`src/pfc_consts.svh`:
```
/*
 * Constants for the parallel flash host controller: command addresses,
 * command data codes and pin cycle timing.
 * Assumes a 250 MHz controller clock.
 */
`ifndef PFC_CONSTS_SVH
`define PFC_CONSTS_SVH

// =====================================================================
// Command addresses (bits 14..0 compared by the device)
`define PFC_ADDR_UNLOCK1   15'h5555
`define PFC_ADDR_UNLOCK2   15'h2AAA
`define PFC_ADDR_ID_MAKER  15'h0000
`define PFC_ADDR_ID_PART   15'h0001

// =====================================================================
// Command data codes
`define PFC_DATA_UNLOCK1   8'hAA
`define PFC_DATA_UNLOCK2   8'h55
`define PFC_DATA_PROGRAM   8'hA0
`define PFC_DATA_ERASE     8'h80
`define PFC_DATA_SECTOR    8'h30
`define PFC_DATA_CHIP      8'h10
`define PFC_DATA_ID_ENTRY  8'h90
`define PFC_DATA_ID_EXIT   8'hF0

// =====================================================================
// Sector select field starts at address line 12
`define PFC_SECTOR_LSB     12

// =====================================================================
// Pin timing: clock period and phase lengths in ns
`define PFC_CLK_PERIOD_NS  4
`define PFC_SETUP_NS       20
`define PFC_STROBE_NS      40
`define PFC_HOLD_NS        20
`define PFC_SETUP_CYC  ((`PFC_SETUP_NS + `PFC_CLK_PERIOD_NS - 1) / `PFC_CLK_PERIOD_NS)
`define PFC_STROBE_CYC ((`PFC_STROBE_NS + `PFC_CLK_PERIOD_NS - 1) / `PFC_CLK_PERIOD_NS)
`define PFC_HOLD_CYC   ((`PFC_HOLD_NS + `PFC_CLK_PERIOD_NS - 1) / `PFC_CLK_PERIOD_NS)

`endif

```
`src/pfc_pkg.sv`:
```
/*
 * Types for the parallel flash host controller.
 * Assumes nothing beyond the constants header.
 */
package pfc_pkg;

    // Host commands
    typedef enum logic [2:0] {
        PFC_CMD_READ    = 3'h0,
        PFC_CMD_PROGRAM = 3'h1,
        PFC_CMD_SECTOR  = 3'h2,
        PFC_CMD_CHIP    = 3'h3,
        PFC_CMD_ID_IN   = 3'h4,
        PFC_CMD_ID_OUT  = 3'h5,
        PFC_CMD_ID_OUT3 = 3'h6
    } pfc_cmd_e;

    // Controller states, Gray coded along setup-strobe-hold
    typedef enum logic [2:0] {
        PFC_IDLE   = 3'b000,
        PFC_SETUP  = 3'b001,
        PFC_STROBE = 3'b011,
        PFC_HOLD   = 3'b010,
        PFC_NEXT   = 3'b110
    } pfc_state_e;

endpackage : pfc_pkg

```
`src/pfc_host.sv`:
```
/*
 * Host-side controller for a byte-wide parallel flash. Turns one user
 * command into the pin write sequence the flash expects, or one read.
 * Assumes the flash pins are wired straight to the ports below and that
 * data pin input is synchronous to ref_clk.
 */
`include "pfc_consts.svh"

module pfc_host #(
    parameter int ADDR_W = 19
) (
    // Clock and reset
    input  wire logic              ref_clk,
    input  wire logic              rst,
    // User command port
    input  wire logic              cmd_valid,
    input  wire pfc_pkg::pfc_cmd_e cmd_op,
    input  wire logic [ADDR_W-1:0] cmd_addr,
    input  wire logic [7:0]        cmd_data,
    output logic                   cmd_ready,
    output logic                   rsp_valid,
    output logic [7:0]             rsp_data,
    // Flash pins
    output logic [ADDR_W-1:0]      flash_addr,
    output logic                   flash_ce_n,
    output logic                   flash_oe_n,
    output logic                   flash_we_n,
    input  wire logic [7:0]        data_pins_in,
    output logic [7:0]             data_pins_out,
    output logic                   data_pins_oe
);

    localparam int SETUP_CYC  = `PFC_SETUP_CYC;
    localparam int STROBE_CYC = `PFC_STROBE_CYC;
    localparam int HOLD_CYC   = `PFC_HOLD_CYC;

    // =================================================================
    // Elaboration checks
    if (ADDR_W < 16 || ADDR_W > 24) begin : g_bad_addr_w
        $error("ADDR_W must lie between 16 and 24");
    end
    if (SETUP_CYC < 1 || SETUP_CYC > 255) begin : g_bad_setup
        $error("Setup phase must last 1 to 255 cycles");
    end
    if (STROBE_CYC < 2 || STROBE_CYC > 255) begin : g_bad_strobe
        $error("Strobe phase must last 2 to 255 cycles");
    end
    if (HOLD_CYC < 1 || HOLD_CYC > 255) begin : g_bad_hold
        $error("Hold phase must last 1 to 255 cycles");
    end

    // =================================================================
    // Internal state
    pfc_pkg::pfc_state_e state;
    pfc_pkg::pfc_cmd_e   op;
    logic [ADDR_W-1:0]   user_addr;
    logic [7:0]          user_data;
    logic [2:0]          step;
    logic [2:0]          last_step;
    logic [7:0]          timer;
    logic                is_read;
    logic                accept;
    logic [14:0]         seq_addr;
    logic [7:0]          seq_data;
    logic                seq_user;
    logic [ADDR_W-1:0]   pin_addr;
    logic [2:0]          next_last_step;

    assign accept  = cmd_valid && cmd_ready;
    assign is_read = (op == pfc_pkg::PFC_CMD_READ);

    // =================================================================
    // Number of bus cycles in each command, less one
    always_comb begin
        next_last_step = 3'h0;
        case (cmd_op)
            pfc_pkg::PFC_CMD_PROGRAM: begin
                next_last_step = 3'h3;
            end
            pfc_pkg::PFC_CMD_SECTOR,
            pfc_pkg::PFC_CMD_CHIP: begin
                next_last_step = 3'h5;
            end
            pfc_pkg::PFC_CMD_ID_IN,
            pfc_pkg::PFC_CMD_ID_OUT3: begin
                next_last_step = 3'h2;
            end
            default: begin
                next_last_step = 3'h0;
            end
        endcase
    end

    // =================================================================
    // Sequence table: address and data of each bus cycle
    always_comb begin
        seq_addr = `PFC_ADDR_UNLOCK1;
        seq_data = `PFC_DATA_UNLOCK1;
        seq_user = 1'b0;
        case (step)
            3'h0: begin
                if (op == pfc_pkg::PFC_CMD_ID_OUT) begin
                    seq_user = 1'b1;
                    seq_data = `PFC_DATA_ID_EXIT;
                end else if (op == pfc_pkg::PFC_CMD_READ) begin
                    seq_user = 1'b1;
                end
            end
            3'h1, 3'h4: begin
                seq_addr = `PFC_ADDR_UNLOCK2;
                seq_data = `PFC_DATA_UNLOCK2;
            end
            3'h2: begin
                case (op)
                    pfc_pkg::PFC_CMD_PROGRAM: begin
                        seq_data = `PFC_DATA_PROGRAM;
                    end
                    pfc_pkg::PFC_CMD_ID_IN: begin
                        seq_data = `PFC_DATA_ID_ENTRY;
                    end
                    pfc_pkg::PFC_CMD_ID_OUT3: begin
                        seq_data = `PFC_DATA_ID_EXIT;
                    end
                    default: begin
                        seq_data = `PFC_DATA_ERASE;
                    end
                endcase
            end
            3'h3: begin
                if (op == pfc_pkg::PFC_CMD_PROGRAM) begin
                    seq_user = 1'b1;
                    seq_data = user_data;
                end
            end
            3'h5: begin
                if (op == pfc_pkg::PFC_CMD_SECTOR) begin
                    seq_user = 1'b1;
                    seq_data = `PFC_DATA_SECTOR;
                end else begin
                    seq_data = `PFC_DATA_CHIP;
                end
            end
            default: begin
                seq_addr = `PFC_ADDR_UNLOCK1;
            end
        endcase
    end

    // Cycles at the fixed unlock addresses hold the lines above bit 14 at a defined zero
    assign pin_addr = seq_user ? user_addr : {{(ADDR_W-15){1'b0}}, seq_addr};

    // =================================================================
    // Command capture
    always_ff @(posedge ref_clk) begin
        if (rst) begin
            op        <= pfc_pkg::PFC_CMD_READ;
            user_addr <= '0;
            user_data <= 8'h00;
            last_step <= 3'h0;
        end else if (accept) begin
            op        <= cmd_op;
            user_addr <= cmd_addr;
            user_data <= cmd_data;
            last_step <= next_last_step;
        end
    end

    always_ff @(posedge ref_clk) begin
        if (rst) begin
            cmd_ready <= 1'b0;
        end else if (accept) begin
            cmd_ready <= 1'b0;
        end else if (state == pfc_pkg::PFC_IDLE) begin
            cmd_ready <= 1'b1;
        end
    end

    // =================================================================
    // Bus cycle sequencer: setup, strobe, hold, gap
    always_ff @(posedge ref_clk) begin
        if (rst) begin
            state <= pfc_pkg::PFC_IDLE;
            step  <= 3'h0;
            timer <= 8'h00;
        end else begin
            case (state)
                pfc_pkg::PFC_IDLE: begin
                    if (accept) begin
                        state <= pfc_pkg::PFC_SETUP;
                        step  <= 3'h0;
                        timer <= 8'(SETUP_CYC - 1);
                    end
                end
                pfc_pkg::PFC_SETUP: begin
                    if (timer == 8'h00) begin
                        state <= pfc_pkg::PFC_STROBE;
                        timer <= 8'(STROBE_CYC - 1);
                    end else begin
                        timer <= timer - 8'h01;
                    end
                end
                pfc_pkg::PFC_STROBE: begin
                    if (timer == 8'h00) begin
                        state <= pfc_pkg::PFC_HOLD;
                        timer <= 8'(HOLD_CYC - 1);
                    end else begin
                        timer <= timer - 8'h01;
                    end
                end
                pfc_pkg::PFC_HOLD: begin
                    if (timer == 8'h00) begin
                        state <= pfc_pkg::PFC_NEXT;
                    end else begin
                        timer <= timer - 8'h01;
                    end
                end
                pfc_pkg::PFC_NEXT: begin
                    if (step == last_step) begin
                        state <= pfc_pkg::PFC_IDLE;
                    end else begin
                        state <= pfc_pkg::PFC_SETUP;
                        step  <= step + 3'h1;
                        timer <= 8'(SETUP_CYC - 1);
                    end
                end
                default: begin
                    state <= pfc_pkg::PFC_IDLE;
                end
            endcase
        end
    end

    // =================================================================
    // Flash pins, one cycle behind the sequencer state
    always_ff @(posedge ref_clk) begin
        if (rst) begin
            flash_ce_n    <= 1'b1;
            flash_oe_n    <= 1'b1;
            flash_we_n    <= 1'b1;
            flash_addr    <= '0;
            data_pins_out <= 8'h00;
            data_pins_oe  <= 1'b0;
        end else begin
            flash_addr    <= pin_addr;
            data_pins_out <= seq_data;
            case (state)
                pfc_pkg::PFC_SETUP,
                pfc_pkg::PFC_HOLD: begin
                    // Address settles before the strobe, data holds after it
                    flash_ce_n   <= 1'b0;
                    flash_oe_n   <= 1'b1;
                    flash_we_n   <= 1'b1;
                    data_pins_oe <= !is_read;
                end
                pfc_pkg::PFC_STROBE: begin
                    flash_ce_n   <= 1'b0;
                    flash_oe_n   <= !is_read;
                    flash_we_n   <= is_read;
                    data_pins_oe <= !is_read;
                end
                default: begin
                    flash_ce_n   <= 1'b1;
                    flash_oe_n   <= 1'b1;
                    flash_we_n   <= 1'b1;
                    data_pins_oe <= 1'b0;
                end
            endcase
        end
    end

    // =================================================================
    // Read data, taken one cycle before the output gate pulse ends
    always_ff @(posedge ref_clk) begin
        if (rst) begin
            rsp_valid <= 1'b0;
            rsp_data  <= 8'h00;
        end else begin
            rsp_valid <= 1'b0;
            if (state == pfc_pkg::PFC_STROBE && timer == 8'h00 && is_read) begin
                rsp_valid <= 1'b1;
                rsp_data  <= data_pins_in;
            end
        end
    end

endmodule : pfc_host

```
`config.mk`:
```
export PLATFORM = sky130hd
export DESIGN_NAME = pfc_host
export DESIGN_NICKNAME = d
export VERILOG_FILES = /design/src/pfc_pkg.sv /design/src/pfc_host.sv
export VERILOG_INCLUDE_DIRS = /design/src /design/src/src
export SDC_FILE = /design/constraint.sdc
export NUM_CORES = 1
export LEC_CHECK = 0
export ABC_AREA = 1
export ABC_CLOCK_PERIOD_IN_PS = 1700
export BUFFER_PORTS_ARGS = -buffer_cell sky130_fd_sc_hd__buf_4
export CORE_UTILIZATION = 48
export DETAILED_ROUTE_END_ITERATION = 6
export HOLD_SLACK_MARGIN = 0.05
export MAX_ROUTING_LAYER = met4
export PLACE_DENSITY_LB_ADDON = 0.25
export SETUP_SLACK_MARGIN = 0.02
export SLEW_MARGIN = 30
export SYNTH_ARGS = -nofsm -noshare
export SYNTH_HDL_FRONTEND = slang
export SYNTH_SLANG_ARGS = --single-unit
```
`constraint.sdc`:
```
create_clock -name ref_clk -period 1.7 [get_ports ref_clk]
set_clock_uncertainty 0.15 [all_clocks]
set_input_delay 0.17 -clock ref_clk [delete_from_list [all_inputs] [get_ports ref_clk]]
set_output_delay 0.17 -clock ref_clk [all_outputs]
set_load 0.05 [all_outputs]
```
; ---- Word-level counts from Yosys, hierarchy flattened
; Cells that the tools add are included.
[totals]
ff_bits = 88
latch_bits = 0
mem_bits_rw = 0
mem_bits_ro = 0
in_bits = 41
out_inout_bits = 41
word_cells = 99
n_memories = 0
[classes]
n_addsub = 2
multipliers = 0
n_div = 0
n_lt_le_gt_ge = 0
eq_ne = 26
n_shift = 0
muxes = 30
bitwise = 3
reduce_logical = 21
[ops]
columns = operator, count
row1 = 8-bit case mux with 5 select lines, 2
row2 = 8-bit 2-to-1 mux, 6
row3 = 15-bit 2-to-1 mux, 2
row4 = 3-bit equality test (second input constant), 8
row5 = 3-bit by 2-bit equality test with 1-bit output (second input constant), 7
row6 = 7-bit case mux with 3 select lines, 1
row7 = 3-bit 2-to-1 mux, 6
row8 = 3-bit case mux with 5 select lines, 1
row9 = 2-bit OR reduction, 7
row10 = 3-bit by 1-bit equality test with 1-bit output (second input constant), 4
row11 = 2-bit inequality test (second input constant), 6
row12 = 3-bit logical NOT, 3
row13 = 3-bit case mux with 3 select lines, 1
row14 = 8-bit logical NOT, 1
row15 = 4-bit AND reduction, 2
row16 = 8-bit by 1-bit subtractor with 8-bit output (second input constant), 1
row17 = 1-bit 2-to-1 mux, 7
row18 = 7-bit 2-to-1 mux, 1
row19 = 6-bit 2-to-1 mux, 1
row20 = 3-bit case mux with 2 select lines, 1
row21 = 5-bit nonzero test, 1
row22 = 3-bit by 1-bit adder with 3-bit output (second input constant), 1
row23 = 3-bit equality test, 1
row24 = 1-bit logical AND, 3
row25 = 6 further kinds, 8

; ---- Depth between registers and ports, before layout
[logic_depth]
ltp_word = 6
depth_mapped = 11
depth_no_buf = 11

; ---- Least setup slack after synthesis
; No wires, ideal clock.
[synth_path]
kind = reg2reg
from = register cmd_ready
to = register timer[4]
setup_ns = 0.112
arrival_time_ns = 1.551
t_required_ns = 1.438
setup_slack_ns = -0.113
path_stages_with_launch = 10
path_buffers = 0
synth_period_minus_slack_ns = 1.813
cell_sequence = dfxtp_1 -> nand2_1 -> inv_1 -> nor2_1 -> inv_1 -> nand2_1 -> nor2_1 -> nor2_1 -> nand2_1 -> nand2_1
[synth_via]
elab_chain_cells = 3
[synth_lines]
columns = item, line_no
row1 = from (decl), pfc_host.sv:20  ; output logic cmd_ready,
row2 = from (signal assigned), pfc_host.sv:170  ; cmd_ready <= 1'b0;
row3 = from (signal assigned), pfc_host.sv:172  ; cmd_ready <= 1'b0;
row4 = from (signal assigned), pfc_host.sv:174  ; cmd_ready <= 1'b1;
row5 = 1-bit logical AND, pfc_host.sv:69  ; assign accept = cmd_valid && cmd_ready;
row6 = 2-bit inequality test (no source line), n/a
row7 = 4-bit AND reduction (no source line), n/a
row8 = to (signal assigned), pfc_host.sv:191  ; timer <= 8'(SETUP_CYC - 1);
row9 = to (signal assigned), pfc_host.sv:197  ; timer <= 8'(STROBE_CYC - 1);
row10 = to (signal assigned), pfc_host.sv:199  ; timer <= timer - 8'h01;
row11 = to (decl), pfc_host.sv:60  ; logic [7:0] timer;
; Every way passes these cells.
; A chain may end at the register's enable or synchronous reset.

; ---- Worst setup path after layout
[layout_path]
from = register step[1]
to = register flash_addr[9]
[layout_via]
elab_chain_cells = 4
elab_cells_between_ends = 9
cone_classes = eq/ne (4) / mux (3) / reduce/logical (2)
[layout_lines]
columns = item, line_no
row1 = from (decl), pfc_host.sv:58  ; logic [2:0] step;
row2 = from (signal assigned), pfc_host.sv:222  ; step <= step + 3'h1;
row3 = 3-bit by 1-bit equality test with 1-bit output or 3-bit equality test (tied branches), pfc_host.sv:100  ; case (step)
row4 = 2-bit OR reduction, pfc_host.sv:100
row5 = 15-bit 2-to-1 mux, pfc_host.sv:100
row6 = 15-bit 2-to-1 mux (*), pfc_host.sv:150  ; assign pin_addr = seq_user ? user_addr : {{(ADDR_W-15){1'b0}}, seq_addr};
row7 = to (signal assigned), pfc_host.sv:244  ; flash_addr <= pin_addr;
row8 = to (decl), pfc_host.sv:24  ; output logic [ADDR_W-1:0] flash_addr,
; Every way passes the cells marked *; elsewhere a longest branch is shown, timed or not.

==> flow_summary.toml <==
[global_route]
grt_pass1_vias = 3139
antenna_found_initial = 0
grt_usage_pct = 23.3
grt_overflow = 0
grt_max_degree = 54
grt_pass1_wl_mm = 13.7

[yosys]
yosysMostFrequentCell = "dfxtp_1"
ys_ff_latch = 88
synth-edff-count = 0
syn-num-nets = 515
synth_cell_types = 31
synth_top_area_share_pct = 49.1
yosys_warnings = 0
avgSynthCellArea_um2 = 7.69
synth_top_area_cell = "dfxtp_1"
ys_seq_area_share_pct = 49.1
syn_area_mm2 = 0.00359
synthTopCellsByArea = "dfxtp_1, nand2_1, nor2_1"
yosys-top-cells-count = "dfxtp_1, nand2_1, nor2_1"
async_reset_ff_share_pct = 0
synth-main-ff-cell = "dfxtp_1"
synthCells = 467

[worst_setup_path]
r2r_cells = 8
cp_top_family = "simple AND/OR/NAND/NOR gates"
max_stage_delay_ns = 0.38
worstSetupPathType = "flip-flop to flip-flop"
critPathArrivalTime_ns = 1.83
timing.rr.start = "step[1]"
cp-startpoint = "step[1]"
r2r_slack_ns = 0.01
setup.worst_path.end_class = "flip-flop"
start_kind = "flip-flop"
timing.rr.end = "flash_addr[9]"
path_max_fanout = 14
critPathBufInv = 3
cp_slowest_cell = "dfxtp_4"
crit_path_cell_trace = "inv_2 -> ha_2 -> nand4_1 -> nand2_4 -> nor3_4 -> inv_2 -> buf_12 -> a21oi_1"
cp.required_ns = 1.85
crit_top_cell = "inv_2"

[outcome]
status = "finished, final reports clean"

[drt]
drc_errors = 0
wire_per_inst_um = 13.0
dr.pass1.iters = 4
ant_nets = 0
routed_wl_mm = 9.24
vias_per_cell = 4.92
drtIter0Drc = 149
vias = 3494

[floorplanning]
io_pins = 82
num_rows = 31
die_y_um = 88.5
die-area_mm2 = 0.00783
core_mm2 = 0.00725
initial_core_util_pct = 49.5
fp.dieW_um = 88.5

[final_layout]
syn2layout_area_growth_pct = 47.0
fillers = 523
nets = 654
num_antenna_cells = 0
layout-drive-gt1-share_pct = 31.8

[power]
clock_power_share_pct = 16.4
switchingPower_mw = 4.06
p_seq_share_pct = 31.2
internal_power_mw = 4.93
power_density_mw_per_mm2 = 1710
finalPower_mw = 8.99
p_leak_nw = 2.34
irDropWorstVdd_v = 0.00105
swShare_pct = 45.2
combPwrFrac_pct = 52.5

[cts]
clock_sinks = 88
clk_latency_ns = 0.37
cts.reportedPaths.clkPinSlew_ns = 0.09
htreeDepth = 3
cts_buffer_depth = 2
ctsRootBufferMaster = "clkbuf_8"
cts_tree = "yes"
cts_made_buffers = 9

[timing]
grt_setup_unrepaired = "true"
finalHoldViolCount = 0
period_share_pct = 99.4
clock.fmax_ghz = 0.592
slew_headroom_pct = 69.5
min_period_ns = 1.69
setup_viol = 0
slew_viol_final = 0
tightestPinTransition_ns = 0.457
finalSetupTns_ns = 0

[worst_hold_path]
min_from = "cmd_valid"
hold_depth = 6
hp-class = "input pin to flip-flop"
whs_endpoint = "user_data[2]"

[placed_design]
hpwl_mm = 5.62
gp_congestion = 0.900
portBuffers = 81

[flow_run]
maxCapViolCount = 0
-- state kept, by name, summed over array words and instances (netlist names), 3 cells and up --
signal	flops
flash_addr	19
state	3
op	3
user_addr	19
user_data	8
rsp_data	8
last_step	3
data_pins_out	8
step	3
timer	8
-- power groups by stage --
stage               clock network, mW  logic [mW]  registers, mW
global placement                    0        3.94           2.81
global route                     1.57        5.13           2.84
CTS                              1.49        4.20           2.77
detailed placement                  0        4.00           2.82
floorplan                           0        1.97           3.73
finish                           1.47        4.72           2.80
-- area by class of cell --
type	count	area (um^2)	area share [%]
repair buffers	144	1220	23.1
multi-input cells	296	1710	32.4
inverters	67	251	4.77
well taps	99	124	2.35
clock buffers	9	124	2.35
clock inverters	7	77.6	1.47
flip-flops and latches	88	1770	33.6
-- per-stage QoR --
step / utilization (%) / std cells / worst slack, ns / hold slack [ns] / area, um^2
4_1_cts: 69.6 / 701 / 0.00359 / 0.191 / 5050
5_1_grt: 72.7 / 710 / -0.0735 / 0.236 / 5280
3_3_place_gp: 61.0 / 646 / 0.0272 / 0.272 / 4420
2_1_floorplan: - / 467 / 0.0245 / 0.159 / 3630
6_report: 72.7 / 710 / 0.0105 / 0.211 / 5280
3_5_place_dp: 61.0 / 646 / -0.0559 / 0.274 / 4420
-- cells in the final DEF, fill, tap and decap left out, drive strengths merged --
| master | n |
|---|---|
| clkinvlp | 1 |
| nor3 | 5 |
| a21oi | 51 |
| inv | 69 |
| a31oi | 4 |
| clkinv | 3 |
| bufinv | 1 |
| ha | 7 |
| nand2 | 73 |
| o21ai | 50 |
| dlygate4sd3 | 39 |
| and3 | 1 |
| nor4 | 1 |
| nand3b | 1 |
| nand4 | 4 |
| dfxtp | 88 |
| nor2 | 71 |
| xor2 | 3 |
| o22ai | 1 |
| xnor2 | 1 |
| a211oi | 1 |
| nand3 | 22 |
| clkbuf | 9 |
| buf | 105 |
-- how the worst max path moves through the flow --
stage,to,slack [ns],cells past startpoint
after CTS,step[1],0.004,8
after floorplan,flash_addr[13],0.02,9
after global placement,flash_addr[1],0.03,8
after detailed placement,flash_addr[9],-0.06,8
after global routing,timer[5],-0.07,11
final,flash_addr[9],0.01,8
-- repair_timing --
action / CTS / global route
hold buffers: 39 / 0
pin swaps: 3 / 17
setup endpoints to repair: 23 / 38
buffers inserted: 0 / 9
endpoints found under the hold margin: 52 / 0
gates resized for setup: 7 / 52
gates cloned: 0 / 0
-- kinds of logic after synthesis --
group                    share of synthesized area (%)
AND/OR/NAND/NOR                                   22.7
buffers and inverters                             9.03
adder cells (fa/ha/maj)                           2.44
XOR/XNOR                                         0.976
flip-flops                                        49.1
AO/OA/AOI/OAI                                     15.8
-- worst reg2reg max path, stage by stage (launching register included) --
cell and delay (ns):
dfxtp_4 0.38, inv_2 0.05, ha_2 0.18, nand4_1 0.16, nand2_4 0.07, nor3_4 0.26
inv_2 0.08, buf_12 0.16, a21oi_1 0.15
-- per-layer routing --
layer / vias up / part of all wire (%) / wire (um) / GRT usage, %
met5: - / 0 / 0 / -
met4: 0 / 2.8 / 255 / 10.7
met3: 27 / 4.2 / 391 / 4.29
met1: 1587 / 43 / 3980 / 28.2
li1: 1767 / - / - / -
met2: 113 / 50 / 4610 / 37.9
(Power assumes the default switching activity.)
